===== src/rtl/hbm_pkg.sv =====
// constants and types of the half-bridge on-time modulator
package hbm_pkg;

  // ****************************************
  // timing
  // ****************************************
  localparam int CLK_PERIOD_NS = 8;
  localparam int TICK_NS = 10;
  localparam int MIN_FREQ_HZ = 20000;
  localparam int MAX_ON_NS = 1000000000 / (2 * MIN_FREQ_HZ);
  localparam int MAX_ON_TICKS = MAX_ON_NS / TICK_NS;
  localparam int ACC_W = 5;
  localparam logic [ACC_W-1:0] ACC_STEP = ACC_W'(CLK_PERIOD_NS);
  localparam logic [ACC_W-1:0] ACC_WRAP = ACC_W'(TICK_NS);

  // ****************************************
  // register map
  // ****************************************
  localparam int ADDR_W = 8;
  localparam logic [ADDR_W-1:0] REG_CTRL = 8'h00;
  localparam logic [ADDR_W-1:0] REG_DEAD = 8'h04;
  localparam logic [ADDR_W-1:0] REG_BLANK = 8'h08;
  localparam logic [ADDR_W-1:0] REG_STATUS = 8'h0c;
  localparam logic [ADDR_W-1:0] REG_ONTIME = 8'h10;
  localparam int CTRL_RUN_BIT = 0;
  localparam int TIME_W = 8;
  localparam logic [TIME_W-1:0] DEAD_RST = 8'h14;
  localparam logic [TIME_W-1:0] BLANK_RST = 8'h19;
  localparam int ST_STATE_LSB = 0;
  localparam int ST_REPEAT_BIT = 4;
  localparam int ST_FF_BIT = 5;
  localparam int ST_PD_BIT = 6;
  localparam int ST_BYP_BIT = 7;
  localparam int ST_SS_BIT = 8;

  // ****************************************
  // types
  // ****************************************
  typedef enum logic [2:0] {
    HBM_IDLE = 3'b000,
    HBM_GAP_LH = 3'b001,
    HBM_HIGH = 3'b010,
    HBM_GAP_HL = 3'b011,
    HBM_LOW = 3'b100
  } hbm_state_t;

  typedef struct packed {
    logic hs_on;
    logic ls_on;
  } hbm_gate_t;

  typedef struct packed {
    logic pulldown_on;
    logic bypass_on;
    logic current_limit_on;
  } hbm_fse_t;

endpackage


===== src/rtl/hbm_sync2.sv =====
// two-stage synchroniser for level inputs
`timescale 1ns/1ps
`default_nettype none
module hbm_sync2 #(
  parameter int WIDTH = 1
) (
  input wire logic clk_sys,
  input wire logic rst_n,
  input wire logic [WIDTH-1:0] d,
  output logic [WIDTH-1:0] q
);
  logic [WIDTH-1:0] meta_reg;
  logic [WIDTH-1:0] q_reg;

  always_ff @(posedge clk_sys or negedge rst_n) begin
    if (!rst_n) begin
      meta_reg <= '0;
      q_reg <= '0;
    end else begin
      meta_reg <= d;
      q_reg <= meta_reg;
    end
  end

  assign q = q_reg;
endmodule // hbm_sync2
`default_nettype wire


===== src/rtl/hbm_fse_ctrl.sv =====
// front-stage enable output switch control
`timescale 1ns/1ps
`default_nettype none
module hbm_fse_ctrl
  import hbm_pkg::*;
(
  input wire logic clk_sys,
  input wire logic rst_n,
  input wire logic startup_done,
  input wire logic protection_mode,
  input wire logic self_supply_cycling,
  output hbm_fse_t fse
);
  logic pd_reg;
  logic pd_next;
  logic byp_reg;
  logic byp_next;
  logic want_low;

  always_comb begin
    want_low = !startup_done || (protection_mode && self_supply_cycling);
    pd_next = want_low && !byp_reg;
    byp_next = !want_low && !pd_reg;
  end

  // pull-down on from reset: supply still ramping
  always_ff @(posedge clk_sys or negedge rst_n) begin
    if (!rst_n) begin
      pd_reg <= 1'b1;
      byp_reg <= 1'b0;
    end else begin
      pd_reg <= pd_next;
      byp_reg <= byp_next;
    end
  end

  assign fse.pulldown_on = pd_reg;
  assign fse.bypass_on = byp_reg;
  assign fse.current_limit_on = byp_reg;
endmodule // hbm_fse_ctrl
`default_nettype wire


===== src/rtl/hbm_modulator.sv =====
// on-time modulator top: gate sequencing, blanking, repeat logic, registers
`timescale 1ns/1ps
`default_nettype none
module hbm_modulator
  import hbm_pkg::*;
#(
  parameter int ONTIME_W = 12,
  parameter int STUCK_CYCLES = 2
) (
  input wire logic clk_sys,
  input wire logic rst_n,
  input wire logic [ADDR_W-1:0] reg_addr,
  input wire logic [31:0] reg_wdata,
  input wire logic reg_wr,
  input wire logic reg_rd,
  output logic [31:0] reg_rdata,
  input wire logic ontime_cmp,
  input wire logic startup_done,
  input wire logic soft_start_active,
  input wire logic protection_mode,
  input wire logic self_supply_cycling,
  input wire logic line_voltage_good,
  output hbm_gate_t gate,
  output logic softstart_override,
  output logic feedforward_current,
  output hbm_fse_t front_stage_enable_out
);

  // ****************************************
  // elaboration checks
  // ****************************************
  generate
    if (((1 << ONTIME_W) - 1) < MAX_ON_TICKS) begin : g_bad_w
      $error("on-time counter too narrow");
    end
    if (STUCK_CYCLES < 1 || STUCK_CYCLES > 15) begin : g_bad_stuck
      $error("stuck cycle count out of range");
    end
  endgenerate

  localparam logic [ONTIME_W-1:0] CNT_MAX = ONTIME_W'(MAX_ON_TICKS);
  localparam logic [3:0] STUCK_LIM = 4'(STUCK_CYCLES);

  // ****************************************
  // input synchronisation
  // ****************************************
  logic [2:0] sync_in;
  logic [2:0] sync_out;
  logic cmp_s;
  logic lvg_s;
  logic ss_s;

  assign sync_in = {ontime_cmp, line_voltage_good, soft_start_active};
  hbm_sync2 #(.WIDTH(3)) u_sync (
    .clk_sys(clk_sys),
    .rst_n(rst_n),
    .d(sync_in),
    .q(sync_out)
  );
  assign cmp_s = sync_out[2];
  assign lvg_s = sync_out[1];
  assign ss_s = sync_out[0];

  hbm_fse_ctrl u_fse (
    .clk_sys(clk_sys),
    .rst_n(rst_n),
    .startup_done(startup_done),
    .protection_mode(protection_mode),
    .self_supply_cycling(self_supply_cycling),
    .fse(front_stage_enable_out)
  );

  // ****************************************
  // 10 ns tick from 8 ns clock
  // ****************************************
  // fractional divider: ticks average exactly 10 ns, jitter one clock
  logic [ACC_W-1:0] acc_reg;
  logic [ACC_W-1:0] acc_next;
  logic tick;

  always_comb begin
    acc_next = acc_reg + ACC_STEP;
    tick = 1'b0;
    if (acc_next >= ACC_WRAP) begin
      acc_next = acc_next - ACC_WRAP;
      tick = 1'b1;
    end
  end

  always_ff @(posedge clk_sys or negedge rst_n) begin
    if (!rst_n) begin
      acc_reg <= '0;
    end else begin
      acc_reg <= acc_next;
    end
  end

  // ****************************************
  // registers
  // ****************************************
  logic run_reg;
  logic run_next;
  logic [TIME_W-1:0] dead_reg;
  logic [TIME_W-1:0] dead_next;
  logic [TIME_W-1:0] blank_reg;
  logic [TIME_W-1:0] blank_next;
  logic [31:0] rdata_reg;
  logic [31:0] rdata_next;
  logic [31:0] status_word;

  hbm_state_t state_reg;
  hbm_state_t state_next;
  logic [ONTIME_W-1:0] cnt_reg;
  logic [ONTIME_W-1:0] cnt_next;
  logic [ONTIME_W-1:0] last_reg;
  logic [ONTIME_W-1:0] last_next;
  logic [TIME_W-1:0] tmr_reg;
  logic [TIME_W-1:0] tmr_next;
  logic [3:0] stuck_reg;
  logic [3:0] stuck_next;
  logic low_seen_reg;
  logic low_seen_next;
  logic ff_reg;
  logic ff_next;
  logic ss_reg;
  logic ss_next;
  hbm_gate_t gate_reg;
  hbm_gate_t gate_next;

  always_comb begin
    status_word = '0;
    status_word[ST_STATE_LSB +: 3] = state_reg;
    status_word[ST_REPEAT_BIT] = (stuck_reg >= STUCK_LIM);
    status_word[ST_FF_BIT] = ff_reg;
    status_word[ST_PD_BIT] = front_stage_enable_out.pulldown_on;
    status_word[ST_BYP_BIT] = front_stage_enable_out.bypass_on;
    status_word[ST_SS_BIT] = ss_reg;
  end

  always_comb begin
    run_next = run_reg;
    dead_next = dead_reg;
    blank_next = blank_reg;
    rdata_next = '0;
    if (reg_wr) begin
      case (reg_addr)
        REG_CTRL: begin
          run_next = reg_wdata[CTRL_RUN_BIT];
        end
        REG_DEAD: begin
          dead_next = reg_wdata[TIME_W-1:0];
        end
        REG_BLANK: begin
          blank_next = reg_wdata[TIME_W-1:0];
        end
        default: begin
        end
      endcase
    end
    if (reg_rd) begin
      case (reg_addr)
        REG_CTRL: rdata_next = {31'h0, run_reg};
        REG_DEAD: rdata_next = {24'h0, dead_reg};
        REG_BLANK: rdata_next = {24'h0, blank_reg};
        REG_STATUS: rdata_next = status_word;
        REG_ONTIME: rdata_next = {{(32-ONTIME_W){1'b0}}, last_reg};
        default: rdata_next = '0;
      endcase
    end
  end

  always_ff @(posedge clk_sys or negedge rst_n) begin
    if (!rst_n) begin
      run_reg <= 1'b0;
      dead_reg <= DEAD_RST;
      blank_reg <= BLANK_RST;
      rdata_reg <= '0;
    end else begin
      run_reg <= run_next;
      dead_reg <= dead_next;
      blank_reg <= blank_next;
      rdata_reg <= rdata_next;
    end
  end

  assign reg_rdata = rdata_reg;

  // ****************************************
  // modulation sequencer
  // ****************************************
  logic go;
  logic repeat_mode;
  logic blanked;
  logic hi_end;

  assign go = run_reg && startup_done && !protection_mode;
  assign repeat_mode = (stuck_reg >= STUCK_LIM);
  assign blanked = (tmr_reg < blank_reg);

  always_comb begin
    hi_end = 1'b0;
    if (!blanked) begin
      if (repeat_mode) begin
        hi_end = (cnt_reg >= last_reg);
      end else begin
        hi_end = cmp_s;
      end
    end
    if (cnt_reg >= CNT_MAX) begin
      hi_end = 1'b1;
    end
  end

  always_comb begin
    state_next = state_reg;
    cnt_next = cnt_reg;
    last_next = last_reg;
    tmr_next = tmr_reg;
    stuck_next = stuck_reg;
    low_seen_next = low_seen_reg || !cmp_s;
    gate_next = '0;
    case (state_reg)
      HBM_IDLE: begin
        tmr_next = '0;
        cnt_next = '0;
        if (go) begin
          state_next = HBM_GAP_LH;
        end
      end
      HBM_GAP_LH: begin
        if (tick) begin
          tmr_next = tmr_reg + 1'b1;
        end
        if (!go) begin
          state_next = HBM_IDLE;
        end else if (tmr_reg >= dead_reg) begin
          state_next = HBM_HIGH;
          gate_next.hs_on = 1'b1;
          tmr_next = '0;
          cnt_next = '0;
          low_seen_next = !cmp_s;
        end
      end
      HBM_HIGH: begin
        gate_next.hs_on = 1'b1;
        if (tick && blanked) begin
          tmr_next = tmr_reg + 1'b1;
        end
        if (!go) begin
          state_next = HBM_GAP_HL;
          gate_next.hs_on = 1'b0;
          tmr_next = '0;
        end else if (hi_end) begin
          state_next = HBM_GAP_HL;
          gate_next.hs_on = 1'b0;
          tmr_next = '0;
          // comparator never low: pulse ended by blanking, not a valid on-time
          if (!repeat_mode && low_seen_reg && cnt_reg != '0) begin
            last_next = cnt_reg;
          end
        end else if (tick) begin
          cnt_next = cnt_reg + 1'b1;
        end
      end
      HBM_GAP_HL: begin
        if (tick) begin
          tmr_next = tmr_reg + 1'b1;
        end
        if (!go) begin
          state_next = HBM_IDLE;
        end else if (tmr_reg >= dead_reg) begin
          state_next = HBM_LOW;
          gate_next.ls_on = (cnt_reg != '0);
          tmr_next = '0;
        end
      end
      HBM_LOW: begin
        gate_next.ls_on = 1'b1;
        if (!go || cnt_reg == '0) begin
          state_next = HBM_GAP_LH;
          gate_next.ls_on = 1'b0;
          tmr_next = '0;
          if (low_seen_reg) begin
            stuck_next = '0;
          end else if (stuck_reg < STUCK_LIM) begin
            stuck_next = stuck_reg + 1'b1;
          end
        end else if (tick) begin
          cnt_next = cnt_reg - 1'b1;
          if (cnt_reg == {{(ONTIME_W-1){1'b0}}, 1'b1}) begin
            gate_next.ls_on = 1'b0;
          end
        end
      end
      default: begin
        state_next = HBM_IDLE;
      end
    endcase
    if (gate_next.hs_on) begin
      gate_next.ls_on = 1'b0;
    end
  end

  always_ff @(posedge clk_sys or negedge rst_n) begin
    if (!rst_n) begin
      state_reg <= HBM_IDLE;
      cnt_reg <= '0;
      last_reg <= '0;
      tmr_reg <= '0;
      stuck_reg <= '0;
      low_seen_reg <= 1'b0;
      gate_reg <= '0;
    end else begin
      state_reg <= state_next;
      cnt_reg <= cnt_next;
      last_reg <= last_next;
      tmr_reg <= tmr_next;
      stuck_reg <= stuck_next;
      low_seen_reg <= low_seen_next;
      gate_reg <= gate_next;
    end
  end

  assign gate = gate_reg;

  // ****************************************
  // set point select and feed-forward gate
  // ****************************************
  always_comb begin
    ss_next = ss_s || !startup_done;
    ff_next = lvg_s;
  end

  always_ff @(posedge clk_sys or negedge rst_n) begin
    if (!rst_n) begin
      ss_reg <= 1'b1;
      ff_reg <= 1'b0;
    end else begin
      ss_reg <= ss_next;
      ff_reg <= ff_next;
    end
  end

  assign softstart_override = ss_reg;
  assign feedforward_current = ff_reg;

endmodule // hbm_modulator
`default_nettype wire


===== config.mk =====
export PLATFORM = sky130hd
export DESIGN_NAME = hbm_modulator
export DESIGN_NICKNAME = d
export VERILOG_FILES = /design/src/rtl/hbm_pkg.sv /design/src/rtl/hbm_sync2.sv /design/src/rtl/hbm_fse_ctrl.sv /design/src/rtl/hbm_modulator.sv
export SDC_FILE = /design/constraint.sdc
export NUM_CORES = 1
export LEC_CHECK = 0
export BUFFER_PORTS_ARGS = -buffer_cell sky130_fd_sc_hd__buf_2
export CORE_MARGIN = 3
export CORE_UTILIZATION = 40
export CTS_CLUSTER_DIAMETER = 50
export DETAILED_ROUTE_END_ITERATION = 7
export GPL_TIMING_DRIVEN = 0
export PLACE_DENSITY = 0.59
export SLEW_MARGIN = 20
export SYNTH_ARGS = -nofsm -noshare
export SYNTH_HDL_FRONTEND = slang
export SYNTH_SLANG_ARGS = --single-unit

===== constraint.sdc =====
create_clock -name clk_sys -period 2.9 [get_ports clk_sys]
set_input_delay 0.29 -clock clk_sys [delete_from_list [all_inputs] [get_ports clk_sys]]
set_output_delay 0.29 -clock clk_sys [all_outputs]
set_load 0.05 [all_outputs]

==> out/qor.csv <==
metric;value;unit
nNetsFinal;705;
min_period_over_period;95.7;%
endpoint_kind;register;
clkTransAtPathRegs;70;ps
synth_ff_type;dfrtp_1;
ff2ff_path_depth;10;
die_w;120;um
antenna_found_initial;0;
fmax;361;MHz
seq_area_frac_synth;41.0;%
pwr-share-clk;43.9;%
layout-drive-gt1-share;28.3;%
detail-route-antenna-nets;0;
seqPwrFrac;46.0;%
cellLeakagePower;0.00303;uW
setup_viol;0;
slew-limit-headroom;40.7;%
switching_share;26.0;%
cts_root_buffer;clkbuf_16;
final_util;49.6;%
path_class;register to register;
ir_drop;0.301;mV
slew_viol_final;0;
whs_path_depth;1;
numCtsBuffers;9;
synth-edff-count;0;
r2r_end;tmr_reg[6];
crit_path_start;dead_reg[4];
dieArea;0.0144;mm2
io_buffers;44;
ys_warn_count;0;
grt-ovfl-total;0;
wl_per_cell;16.5;um
min_path_type;input port to register;
final_cell_mix;dfrtp_1 (77), buf_2 (43), nor2_1 (42), buf_4 (38);
hold_violations;0;
ys_ff_latch;85;
gp_congestion;0.867;
num_vias;4301;
clock_sinks;85;
status;complete, no violations;
drt_iter0_drc;549;
fp-row-count;41;
clock_latency;350;ps
p_comb_share;10.1;%
diodes;0;
mostFrequentLayoutCell;dfrtp_1;
pin_count;89;
grt_pass1_wl;21.0;mm
first_pass_iters;5;
clock_skew;9.01;ps
worst_slew_pin_slew;888;ps
cp_max_fo;9;
power_density;424;mW/mm2
cap_violations;0;
drcViolationCount;0;
grt_start_max_net_pins;57;
start_util;41.1;%
viasPerCell;5.41;
hold_end;u_sync.meta_reg[2];
worstHoldStart;ontime_cmp;
post-synth-top-area-fraction;37.5;%
dp_hpwl;9.44;mm
tns;0;ps
synthCells;529;
grt.total_usage;18.4;%
p_int;1970;uW
syn2layout_area_growth;20.7;%
r2r-start;dead_reg[4];
cts_buffer_depth;2;
reg2reg_slack;130;ps
power_switching;693;uW
synth_area_leaders;dfrtp_1 (38%), ha_1 (8.9%), mux2_2 (5.6%);
cts_tree;yes;
syn-cell-area;0.00520;mm2
synth.distinct_cells;70;
period_needed;2770;ps
routed_wl;13.1;mm
cp_data_arrival_time;3060;ps
avgSynthCellArea;9.84;um2
worstPathRequired;3180;ps
synth_top_area_cell;dfrtp_1;
grt_pass1_vias;4113;
coreArea;0.0127;mm2
die_h;120;um
ys_async_sr_fraction;100;%
start_kind;register;
cts.htree.levels;3;
==> cell type report <==
cell class              instances  area (um2)
plain buffers                  39         282
clock inverters                 7        73.8
flip-flops and latches         85        2140
repair buffers                 59         375
inverters                      38         145
well taps                     172         215
fillers                      1185        6390
multi-input cells             386        2830
clock buffers                   9         225
==> stage by stage <==
| step | total power [uW] | hold WS [ps] | cell area (um2) | worst slack (ps) | std cells |
|---|---|---|---|---|---|
| floorplan | 1420 | -5.59 | 5280 | 17.6 | 548 |
| global placement | 1490 | 334 | 5710 | -821 | 764 |
| detailed placement | 1500 | 262 | 5740 | -842 | 765 |
| CTS | 2690 | 30.8 | 6140 | 0.545 | 786 |
| global route | 2760 | 38.7 | 6280 | -13.7 | 795 |
| finish | 2660 | 42.8 | 6280 | 126 | 795 |
==> routing by layer <==
metal  GRT usage [%]  vias to the layer above  share of wire [%]
li1                -                     2075                  -
met3            2.83                       26                5.2
met5               0                        -                  0
met4            8.23                        0                2.5
met2            28.5                      141                 47
met1            25.4                     2059                 45
==> worst max-delay path, stage by stage (launching register included) <==
cell and delay, ps:
dfstp_2 550, inv_1 40, ha_1 290, a211o_1 300
a21oi_1 190, o31ai_2 160, o31a_1 310, a2111oi_4 340
buf_4 210, nor3b_1 190, a211o_1 120
==> power by group through the flow <==
stage                     combinational, uW  clock (uW)  sequential (uW)
final                                   269        1170             1230
after global routing                    292        1240             1230
after CTS                               265        1200             1220
after detailed placement                256           0             1250
after global placement                  248           0             1250
after floorplan                         173           0             1250
==> synthesized netlist by cell type, types with 3 or more instances <==
library cell	instances
dfrtp_1	78
nor2_1	43
inv_1	38
ha_1	37
nand2_1	36
a21oi_1	31
buf_4	26
mux2_2	26
o21ai_0	25
nor3_1	14
mux2i_1	13
nand3_1	13
clkbuf_1	9
a221oi_1	7
dfstp_2	7
a211oi_1	6
a41oi_1	6
and3_1	6
nand2b_1	6
or3_1	6
a211o_1	5
a21o_1	5
buf_6	4
nand4_1	4
o21a_1	4
o221a_2	4
o31ai_1	4
and3_2	3
nand3b_1	3
nor4_1	3
o2111ai_1	3
o211ai_1	3
==> cells by family after synthesis <==
| kind of cell | synth area share (%) |
|---|---|
| AO/OA/AOI/OAI | 18.7 |
| XOR/XNOR | 0.337 |
| adder cells (fa/ha/maj) | 8.89 |
| buffers and inverters | 8.00 |
| flip-flops | 41.0 |
| multiplexers | 8.12 |
| other | 0.0720 |
| AND/OR/NAND/NOR | 14.8 |
==> worst max path at each step <==
stage	depth (start not counted)	slack, ps	to
3_5_place_dp	10	-840	last_reg[9]
4_1_cts	11	0.5	gate[1]
5_1_grt	11	-10	last_reg[9]
2_1_floorplan	10	20	last_reg[10]
6_report	10	130	tmr_reg[6]
3_3_place_gp	10	-820	last_reg[2]
==> timing repair <==
action                     CTS  global route
setup buffers                4             8
setup endpoints to repair   33            31
hold endpoints to repair    29             0
pin swaps                    6             6
hold buffers                 1             0
cloned                       0             1
gates resized for setup     16            10
Note: power is estimated with default switching activity, not from simulation.
